===== config.mk =====
export PLATFORM = sky130hd
export DESIGN_NAME = ttu_timekeeping_timer_unit
export DESIGN_NICKNAME = d
export VERILOG_FILES = /design/src/ttu_pkg.sv /design/src/ttu_timekeeping_timer_unit.sv
export SDC_FILE = /design/constraint.sdc
export NUM_CORES = 1
export LEC_CHECK = 0
export BUFFER_PORTS_ARGS = -buffer_cell sky130_fd_sc_hd__clkbuf_2
export CORE_MARGIN = 3
export CORE_UTILIZATION = 54
export CTS_CLUSTER_DIAMETER = 200
export CTS_CLUSTER_SIZE = 40
export DETAILED_ROUTE_END_ITERATION = 16
export MAX_ROUTING_LAYER = met4
export PLACE_DENSITY_LB_ADDON = 0.1
export RECOVER_POWER = 50
export SYNTH_ARGS = -nofsm -noshare
export SYNTH_HDL_FRONTEND = slang
export SYNTH_SLANG_ARGS = --single-unit

===== constraint.sdc =====
create_clock -name core_clk -period 3 [get_ports core_clk]
set_clock_uncertainty 0.2 [all_clocks]
set_input_delay 0.3 -clock core_clk [delete_from_list [all_inputs] [get_ports core_clk]]
set_output_delay 0.3 -clock core_clk [all_outputs]
set_load 0.02 [all_outputs]

===== src/ttu_pkg.sv =====
// constants and state type of the timekeeping timer unit
package ttu_pkg;

  // ==========================================================
  // widths
  localparam int DIV_W = 14;
  localparam int NIB_W = 4;
  localparam int CNT_W = 8;
  localparam int EVF_W = 8;

  // ==========================================================
  // divider taps: a tap ticks when all masked divider bits are one
  localparam logic [13:0] TAP_FOSC4     = 14'h0003;
  localparam logic [13:0] TAP_FOSC64    = 14'h003F;
  localparam logic [13:0] TAP_FOSC1024  = 14'h03FF;
  localparam logic [13:0] TAP_FOSC16384 = 14'h3FFF;
  localparam logic [13:0] DIV_ONE       = 14'h0001;
  localparam logic [13:0] DIV_LOW_MASK  = 14'h03FF;

  // ==========================================================
  // counter constants
  localparam logic [3:0] WDT_MAX   = 4'hF;
  localparam logic [3:0] WDT_ONE   = 4'h1;
  localparam logic [7:0] CNT_ZERO  = 8'h00;
  localparam logic [7:0] CNT_UNDER = 8'hFF;
  localparam logic [7:0] CNT_ONE   = 8'h01;

  // ==========================================================
  // event flag and enable bit positions
  localparam int EV_DIV = 0;
  localparam int EV_T0  = 1;
  localparam int EV_T1  = 7;

  // mode register bit positions
  localparam int MODE_CLK_SEL = 0;
  localparam int MODE_EXT_SRC = 1;
  localparam int MODE_TONE    = 2;
  localparam int MODE_START   = 3;

  // prescale flag bit that slows the watchdog
  localparam int PMF_WDT_SLOW = 3;

  // ==========================================================
  // whole state of the unit, registered at once
  typedef struct packed {
    logic [13:0] div;
    logic [3:0]  wdt;
    logic [3:0]  watchdog_prescale_flags;
    logic [3:0]  mode0;
    logic [3:0]  mode1;
    logic [7:0]  t0Cnt;
    logic [7:0]  t1Cnt;
    logic [7:0]  t1Buf;
    logic [7:0]  flags;
    logic [2:0]  intReq;
    logic [2:0]  holdRel;
    logic        chipRst;
    logic        toneSq;
    logic        toneOut;
    logic        pinSync1;
    logic        pinSync2;
    logic        pinPrev;
  } ttu_state_type;

endpackage


===== src/ttu_timekeeping_timer_unit.sv =====
// timekeeping unit: divider, watchdog, one-shot and auto-reload timers
`timescale 1ns/100ps
`default_nettype none

module ttu_timekeeping_timer_unit (
  // clock and reset
  input  wire logic       core_clk,
  input  wire logic       rst_n,
  // static option and command strobes from the core
  input  wire logic       watchdogOption,
  input  wire logic       divClearCmd,
  input  wire logic       wdtClearCmd,
  input  wire logic       pmfSetCmd,
  input  wire logic       pmfClrCmd,
  input  wire logic [3:0] pmfMask,
  // mode register writes
  input  wire logic       mode0WrEn,
  input  wire logic       mode1WrEn,
  input  wire logic [3:0] modeData,
  // timer loads
  input  wire logic       t0LowWr,
  input  wire logic       t0HighWr,
  input  wire logic       t0ImmWr,
  input  wire logic       t1LowWr,
  input  wire logic       t1HighWr,
  input  wire logic       t1ImmWr,
  input  wire logic [3:0] nibbleData,
  input  wire logic [7:0] immData,
  // enables held by the core and flag clears on acceptance
  input  wire logic [7:0] interrupt_enable_bits,
  input  wire logic [7:0] hold_release_enable_bits,
  input  wire logic [7:0] eventClear,
  // pins
  input  wire logic       port_c_bit0_pin,
  input  wire logic       waveformIn,
  // outputs to the core and the tone pin
  output logic      [7:0] event_flags,
  output logic      [2:0] intRequest,
  output logic      [2:0] holdRelease,
  output logic            chipResetReq,
  output logic            tone_output_pin
);

  // ==========================================================
  // state and helpers
  ttu_pkg::ttu_state_type stateReg;
  ttu_pkg::ttu_state_type stateNext;

  logic       divOvf;
  logic       wdtTick;
  logic       t0Tick;
  logic       t1Tick;
  logic       t0Under;
  logic       t1Under;
  logic       pinFall;
  logic       t0Wr;
  logic       t1Wr;
  logic [7:0] setEv;

  // tap tick: every masked divider stage is at one
  function automatic logic tapTick(input logic [13:0] d, input logic [13:0] m);
    tapTick = ((d & m) == m);
  endfunction

  // ==========================================================
  // next-state logic
  always_comb begin
    stateNext = stateReg;
    setEv     = '0;
    t0Wr      = t0LowWr | t0HighWr | t0ImmWr | mode0WrEn;
    t1Wr      = t1LowWr | t1HighWr | t1ImmWr | mode1WrEn;

    // divider: low stages never disturbed by the clear
    divOvf = tapTick(stateReg.div, ttu_pkg::TAP_FOSC16384);
    stateNext.div = stateReg.div + ttu_pkg::DIV_ONE;
    if (divClearCmd) begin
      stateNext.div = stateNext.div & ttu_pkg::DIV_LOW_MASK;
    end
    setEv[ttu_pkg::EV_DIV] = divOvf;

    // prescale flags: clear applied after set, so both together clears
    stateNext.watchdog_prescale_flags = (stateReg.watchdog_prescale_flags | (pmfSetCmd ? pmfMask : 4'h0))
                    & ~(pmfClrCmd ? pmfMask : 4'h0);

    // watchdog prescale taken from the divider chain
    wdtTick = stateReg.watchdog_prescale_flags[ttu_pkg::PMF_WDT_SLOW] ? divOvf
            : tapTick(stateReg.div, ttu_pkg::TAP_FOSC1024);
    stateNext.chipRst = 1'b0;
    if (wdtClearCmd) begin
      stateNext.wdt = '0;
    end else if (watchdogOption && wdtTick) begin
      stateNext.wdt = stateReg.wdt + ttu_pkg::WDT_ONE;
      stateNext.chipRst = (stateReg.wdt == ttu_pkg::WDT_MAX);
    end

    // one-shot timer; any write has priority over counting
    t0Tick = stateReg.mode0[ttu_pkg::MODE_CLK_SEL]
           ? tapTick(stateReg.div, ttu_pkg::TAP_FOSC1024)
           : tapTick(stateReg.div, ttu_pkg::TAP_FOSC4);
    t0Under = stateReg.mode0[ttu_pkg::MODE_START] && t0Tick && !t0Wr
              && (stateReg.t0Cnt == ttu_pkg::CNT_ZERO);
    if (t0LowWr) begin
      stateNext.t0Cnt[3:0] = nibbleData;
      stateNext.mode0[ttu_pkg::MODE_START] = 1'b0;
    end else if (t0HighWr) begin
      stateNext.t0Cnt[7:4] = nibbleData;
      stateNext.mode0[ttu_pkg::MODE_START] = 1'b0;
    end else if (t0ImmWr) begin
      stateNext.t0Cnt = immData;
    end else if (mode0WrEn) begin
      stateNext.mode0 = modeData & 4'h9;
    end else if (stateReg.mode0[ttu_pkg::MODE_START] && t0Tick) begin
      stateNext.t0Cnt = stateReg.t0Cnt - ttu_pkg::CNT_ONE;
      if (t0Under) begin
        stateNext.mode0[ttu_pkg::MODE_START] = 1'b0;
      end
    end
    setEv[ttu_pkg::EV_T0] = t0Under;

    // external pin: third stage gives a clean falling edge
    stateNext.pinSync1 = port_c_bit0_pin;
    stateNext.pinSync2 = stateReg.pinSync1;
    stateNext.pinPrev  = stateReg.pinSync2;
    pinFall = stateReg.pinPrev && !stateReg.pinSync2;

    // reload timer source select
    if (stateReg.mode1[ttu_pkg::MODE_EXT_SRC]) begin
      t1Tick = pinFall;
    end else if (stateReg.mode1[ttu_pkg::MODE_CLK_SEL]) begin
      t1Tick = tapTick(stateReg.div, ttu_pkg::TAP_FOSC64);
    end else begin
      t1Tick = 1'b1;
    end
    t1Under = stateReg.mode1[ttu_pkg::MODE_START] && t1Tick && !t1Wr
              && (stateReg.t1Cnt == ttu_pkg::CNT_ZERO);
    if (t1LowWr) begin
      stateNext.t1Buf[3:0] = nibbleData;
      stateNext.mode1[ttu_pkg::MODE_START] = 1'b0;
    end else if (t1HighWr) begin
      stateNext.t1Buf[7:4] = nibbleData;
      stateNext.mode1[ttu_pkg::MODE_START] = 1'b0;
    end else if (t1ImmWr) begin
      stateNext.t1Buf = immData;
      stateNext.t1Cnt = immData;
      stateNext.mode1[ttu_pkg::MODE_START] = 1'b1;
    end else if (mode1WrEn) begin
      stateNext.mode1 = modeData;
      if (modeData[ttu_pkg::MODE_START]) begin
        stateNext.t1Cnt = stateReg.t1Buf;
      end
    end else if (t1Under) begin
      stateNext.t1Cnt  = stateReg.t1Buf;
      stateNext.toneSq = !stateReg.toneSq;
    end else if (stateReg.mode1[ttu_pkg::MODE_START] && t1Tick) begin
      stateNext.t1Cnt = stateReg.t1Cnt - ttu_pkg::CNT_ONE;
    end
    setEv[ttu_pkg::EV_T1] = t1Under;

    // tone pin route
    stateNext.toneOut = stateNext.mode1[ttu_pkg::MODE_TONE]
                      ? stateNext.toneSq : waveformIn;

    // flags: clears first, events last so a set is never lost
    stateNext.flags = stateReg.flags & ~eventClear;
    if (mode0WrEn && modeData[ttu_pkg::MODE_START]) begin
      stateNext.flags[ttu_pkg::EV_T0] = 1'b0;
    end
    if ((mode1WrEn && modeData[ttu_pkg::MODE_START]) || t1ImmWr) begin
      stateNext.flags[ttu_pkg::EV_T1] = 1'b0;
    end
    stateNext.flags = stateNext.flags | setEv;

    // requests: level interrupts, one-cycle hold release
    stateNext.intReq = {stateNext.flags[ttu_pkg::EV_T1]
                          && interrupt_enable_bits[ttu_pkg::EV_T1],
                        stateNext.flags[ttu_pkg::EV_T0]
                          && interrupt_enable_bits[ttu_pkg::EV_T0],
                        stateNext.flags[ttu_pkg::EV_DIV]
                          && interrupt_enable_bits[ttu_pkg::EV_DIV]};
    stateNext.holdRel = {setEv[ttu_pkg::EV_T1] && hold_release_enable_bits[ttu_pkg::EV_T1],
                         setEv[ttu_pkg::EV_T0] && hold_release_enable_bits[ttu_pkg::EV_T0],
                         setEv[ttu_pkg::EV_DIV]
                           && hold_release_enable_bits[ttu_pkg::EV_DIV]};
  end

  // ==========================================================
  // state register
  always_ff @(posedge core_clk or negedge rst_n) begin
    if (!rst_n) begin
      stateReg <= '0;
    end else begin
      stateReg <= stateNext;
    end
  end

  // outputs straight from the state flops
  assign event_flags     = stateReg.flags;
  assign intRequest      = stateReg.intReq;
  assign holdRelease     = stateReg.holdRel;
  assign chipResetReq    = stateReg.chipRst;
  assign tone_output_pin = stateReg.toneOut;
endmodule

`default_nettype wire


* Word level (Yosys, flattened, before mapping)
Index checks and enable logic that the tools add are counted.
** Operators by class
- Add/subtract/negate cells :: 4
- Equality and inequality tests :: 11
- Multiplexer cells :: 48
- Bitwise gates (word level) :: 18
- Reduce and logical (&&, ||, !) cells :: 40
** Operators by type and width (count)
- $mux 8 :: 9
- $mux 4 :: 12
- $mux 1 :: 23
- $logic_and 1x1->1 :: 16
- $logic_not 8->1 :: 2
- $reduce_bool 4->1 :: 4
- $sub 8x1->8 const B :: 2
- $add 14x1->14 const B :: 1
- $eq 14x14->1 const B :: 1
- $mux 14 :: 1
- $reduce_and 4->1 :: 3
- $eq 10x10->1 const B :: 1
- $mux 3 :: 3
- $ne 3x1->1 const B :: 3
- $reduce_and 3->1 :: 3
- $and 8x8->8 :: 1
- $not 8->8 :: 1
- $or 8x8->8 :: 1
- $eq 6x6->1 const B :: 1
- $not 1->1 :: 6
- $or 1x1->1 :: 6
- $reduce_bool 2->1 :: 3
- $reduce_bool 3->1 :: 2
- $add 4x1->4 const B :: 1
- other kinds (10) :: 15
** Word-level totals
- Bits in registers :: 72
- Input port bits :: 61
- Output and inout bits :: 16
- Word-level logic and storage cells :: 143

* Logic depth before layout (Yosys ltp)
- Word-level depth :: 12
- Mapped depth :: 8
- Gate-level depth less buffers :: 7

* Worst setup path before layout
Ideal clock, no wire load.
- Kind :: reg-to-reg
- Start point :: register stateReg[60] (netlist bit)
- End point :: register stateReg[28] (netlist bit)
- Setup time :: 111 ps
- Arrival time :: 1797 ps
- Required time :: 2689 ps
- Setup slack :: 892 ps
- Cell stages (with the launch flop) :: 7
- Path buffers :: 0
- Clock period less this slack :: 2108 ps
- Cell sequence :: dfrtp_1 > ha_1 > nand3_1 > o211ai_1 > a31oi_2 > o32ai_1 > a222oi_1
** Between the ends
- Cells in the longest elaborated chain, start to end :: 9
- Elaborated cells between the ends (all ways) :: 11
- Classes of those cells :: 1 x eq/ne; 5 x mux; 5 x reduce/logical
** Ends and longest elaborated chain
- start: declaration :: line ttu_timekeeping_timer_unit.sv:46 : ttu_pkg::ttu_state_type stateReg;
- start signal: assignment :: line ttu_timekeeping_timer_unit.sv:192 : stateReg <= stateNext;
- $eq 6x6->1 * :: line ttu_timekeeping_timer_unit.sv:62 : tapTick = ((d & m) == m);
- $mux 1 * :: line ttu_timekeeping_timer_unit.sv:129 : end else if (stateReg.mode1[ttu_pkg::MODE_CLK_SEL]) begin
- $mux 1 * :: line ttu_timekeeping_timer_unit.sv:127 : if (stateReg.mode1[ttu_pkg::MODE_EXT_SRC]) begin
- $logic_and 1x1->1 * :: line ttu_timekeeping_timer_unit.sv:134, ttu_timekeeping_timer_unit.sv:154
- $logic_and 1x1->1 :: line ttu_timekeeping_timer_unit.sv:134 : t1Under = stateReg.mode1[ttu_pkg::MODE_START] && t1Tick && !t1Wr
- $logic_and 1x1->1 :: line ttu_timekeeping_timer_unit.sv:135 : && (stateReg.t1Cnt == ttu_pkg::CNT_ZERO);
- $mux 8 :: line ttu_timekeeping_timer_unit.sv:151 : end else if (t1Under) begin
- $mux 8 :: line ttu_timekeeping_timer_unit.sv:146 : end else if (mode1WrEn) begin
- $mux 8 :: line ttu_timekeeping_timer_unit.sv:142 : end else if (t1ImmWr) begin
Mark *: on every way between the ends. The rest lies on a longest branch, timed or not.
A chain may end at the register's enable or synchronous reset.

* Final worst setup path
Ends and elaborated chain as after synthesis.

==> metrics.txt <==
first-pass GRT wire length=13.2 mm; setup ws final=roughly 0.53 ns; placed cells=461; R2R Path End=stateReg[28]; clk_lat worst skew=0.35 ns; max-cap violations=0; 1st-iter DRT viols=220; RSZ-0062 raised after global routing=no; die height=86.9 um; Pwr Density=roughly 540 nW/um^2; Slew Limit Fails=0; synthesized-area fraction occupied by adder cells=about 1.8%; via count=2809; vias per cell=5.64; Layout area overhead=18.8%; Mapped Cells=344; post-DR wirelength/cell=roughly 16 um; chip width=about 87 um; Slew Limit Headroom=between 5 and 6%; clock-pin slew on the worst setup and hold paths=about 0.08 ns; R2R depth=6; final WL=7.84 mm; GRT Util Overall=around 23%; # port buffers=63; Pleak=~1.9 nW; reg2reg setup slack=between 0.5 and 0.6 ns; Hold WS=0.0131 ns; CTS H-tree depth=3; Synth Area in Compound Gates=13.1%; antenna fix cells=0; worst hold path startpoint=t0LowWr; Synthesized Nets=410; # Post-CTS Setup Buffers=0; Layout Cells excl Fill=498; CP endpoint kind=flip-flop; Achievable Freq=between 400 and 500 MHz; Synth Area in Simple Gates=a little under a fifth; crit path launch type=flip-flop; Top FF cell, synth=dfrtp_1; total power=about 0.0023 W; hold depth=2; mux contribution to synthesized area=roughly 5.3%; post-synthesis xor/xnor area fraction=6.16%; Residual DRC=0; Synth Area per Inst=around 10 um^2; WS Path Type=reg2reg; Final Wtd Congestion=0.897; synth unique cells=61; initial core utilization=just under 60%; Num CTS Buffers=9; worst endpoint required time=3.04 ns; status=completed; fin crit share=roughly 82%; Hold EP=stateReg[51]; largest family of logic cells by synthesized area=simple AND/OR/NAND/NOR gates; largest net degree at the start of global routing=45; Post-synth EDFFs=0; most common cell after layout, fill and taps aside=dfrtp_1; share of layout cells above drive strength 1=17.5%; # rows=28; Synth Register Bits=just under 70; die area=approximately 7600 um^2; initial antenna violation count=0; router iterations before antenna repair=4; final net count=484; final hold viol count=0; vias in the first global route=around 2.8k; Slew @ Worst Pin=approximately 1.4 ns; Max Root-Sink Buffers=2; crit path max fanout=9; HPWL after DPL=5.53 mm; Yosys warnings=0; Final min period=2.47 ns; core area=6130 um^2; clock sinks=69; Hold Crit Class=in2reg; Fillers=501; commonest non-fill, non-tap cells in the layout=69 x dfrtp_1, 43 x clkbuf_2, 33 x nand2_1; setup violators final=0; Post-synth ARST share=between 90% and 100%; pre-CTS WS=0.577 ns; worst reg2reg path startpoint=stateReg[60]; peak supply drop=0.413 mV; Remaining Overflow, GRT=0; CTS tree=yes; register area share after synthesis=48.8%; # IOs=77; mapped cell area=3530 um^2; post-route ant nets=0; clock root buffer=clkbuf_8; critical path data arrival time=2.51 ns; setup TNS=0 ns
## routing by layer
| metal | track usage, % | wire, um | part of all wire [%] | vias to the layer above |
|---|---|---|---|---|
| li1 | - | - | - | 1353 |
| met1 | 30.2 | 3420 | 44 | 1351 |
| met2 | 35.7 | 3760 | 48 | 91 |
| met3 | 5.20 | 510 | 6.5 | 14 |
| met4 | 8.78 | 149 | 1.9 | 0 |
| met5 | - | 0 | 0 | - |
## final cells by class
class / count / area (um^2) / area share, %
Sequential cell: 69 / 1730 / 41.1
Multi-Input combinational cell: 237 / 1580 / 37.7
Timing Repair Buffer: 85 / 520 / 12.4
Clock buffer: 10 / 128 / 3.04
Tap cell: 75 / 93.8 / 2.24
Clock inverter: 6 / 87.6 / 2.09
Inverter: 16 / 60.1 / 1.43
## synth_stat cells, types with 3 or more instances
library cell | number | area (um^2)
o22ai_1 | 3 | 18.8
mux2i_1 | 13 | 130
nand4_1 | 7 | 43.8
nand3b_1 | 4 | 30.0
and2_1 | 5 | 31.3
a21oi_1 | 9 | 45.0
buf_4 | 14 | 105
mux2_2 | 5 | 56.3
ha_1 | 5 | 62.6
a22oi_1 | 7 | 52.6
dfrtp_1 | 69 | 1730
nor2_1 | 20 | 75.1
clkbuf_1 | 4 | 15.0
nor3_1 | 10 | 50.1
inv_1 | 16 | 60.1
nor2b_1 | 5 | 31.3
xnor2_1 | 11 | 96.3
nand2_1 | 33 | 124
xor2_1 | 12 | 105
o21ai_0 | 21 | 105
a31oi_1 | 4 | 25.0
o211ai_1 | 3 | 22.5
nor3b_1 | 4 | 30.0
nand3_1 | 8 | 40.0
buf_6 | 4 | 45.0
or3_1 | 4 | 25.0
## flip-flops by register name, indices dropped and copies added (netlist names)
signal and cells:
chipResetReq 1, tone_output_pin 1, stateNext 2, stateReg 51, event_flags 8, intRequest 3, holdRelease 3
## critical path, stage by stage, from the launching register on
cell and delay [ns]:
dfrtp_1 0.42, ha_1 0.25, nand3_1 0.18, o211ai_1 0.23, a31oi_2 0.62, o32ai_1 0.16, a222oi_1 0.32
## stage by stage
step / instance area, um^2 / util, %
after floorplan: 3530 / -
after global placement: 3800 / 62.0
after detailed placement: 3800 / 62.0
after CTS: 4220 / 68.9
after global routing: 4200 / 68.5
final: 4200 / 68.5
## worst max-delay path by stage
stage,endpoint,from,slack [ns],cells past startpoint
after global routing,stateReg[28],stateReg[60],0.35,6
final,stateReg[28],stateReg[60],0.53,6
after floorplan,stateReg[28],stateReg[60],0.89,6
after CTS,stateReg[28],stateReg[60],0.53,6
after global placement,stateReg[28],stateReg[60],0.60,6
after detailed placement,stateReg[28],stateReg[60],0.58,6
## power by group
part	switching, W	leakage [nW]	internal, W
logic	0.000188	0.958	0.000177
registers	0.0000750	0.882	0.00101
clock network	0.000360	0.110	0.000468
total	0.000623	1.95	0.00165
## cell families after synthesis
group                    count (synthesis)
AO/OA/AOI/OAI                           70
XOR/XNOR                                24
adder cells (fa/ha/maj)                  5
buffers and inverters                   38
flip-flops                              69
multiplexers                            18
AND/OR/NAND/NOR                        120
## what timing repair did
action	CTS	global route
endpoints found under the hold margin	52	0
hold buffers	21	0
gates resized for setup	0	0
No activity file was read; power rests on OpenSTA's default activity.
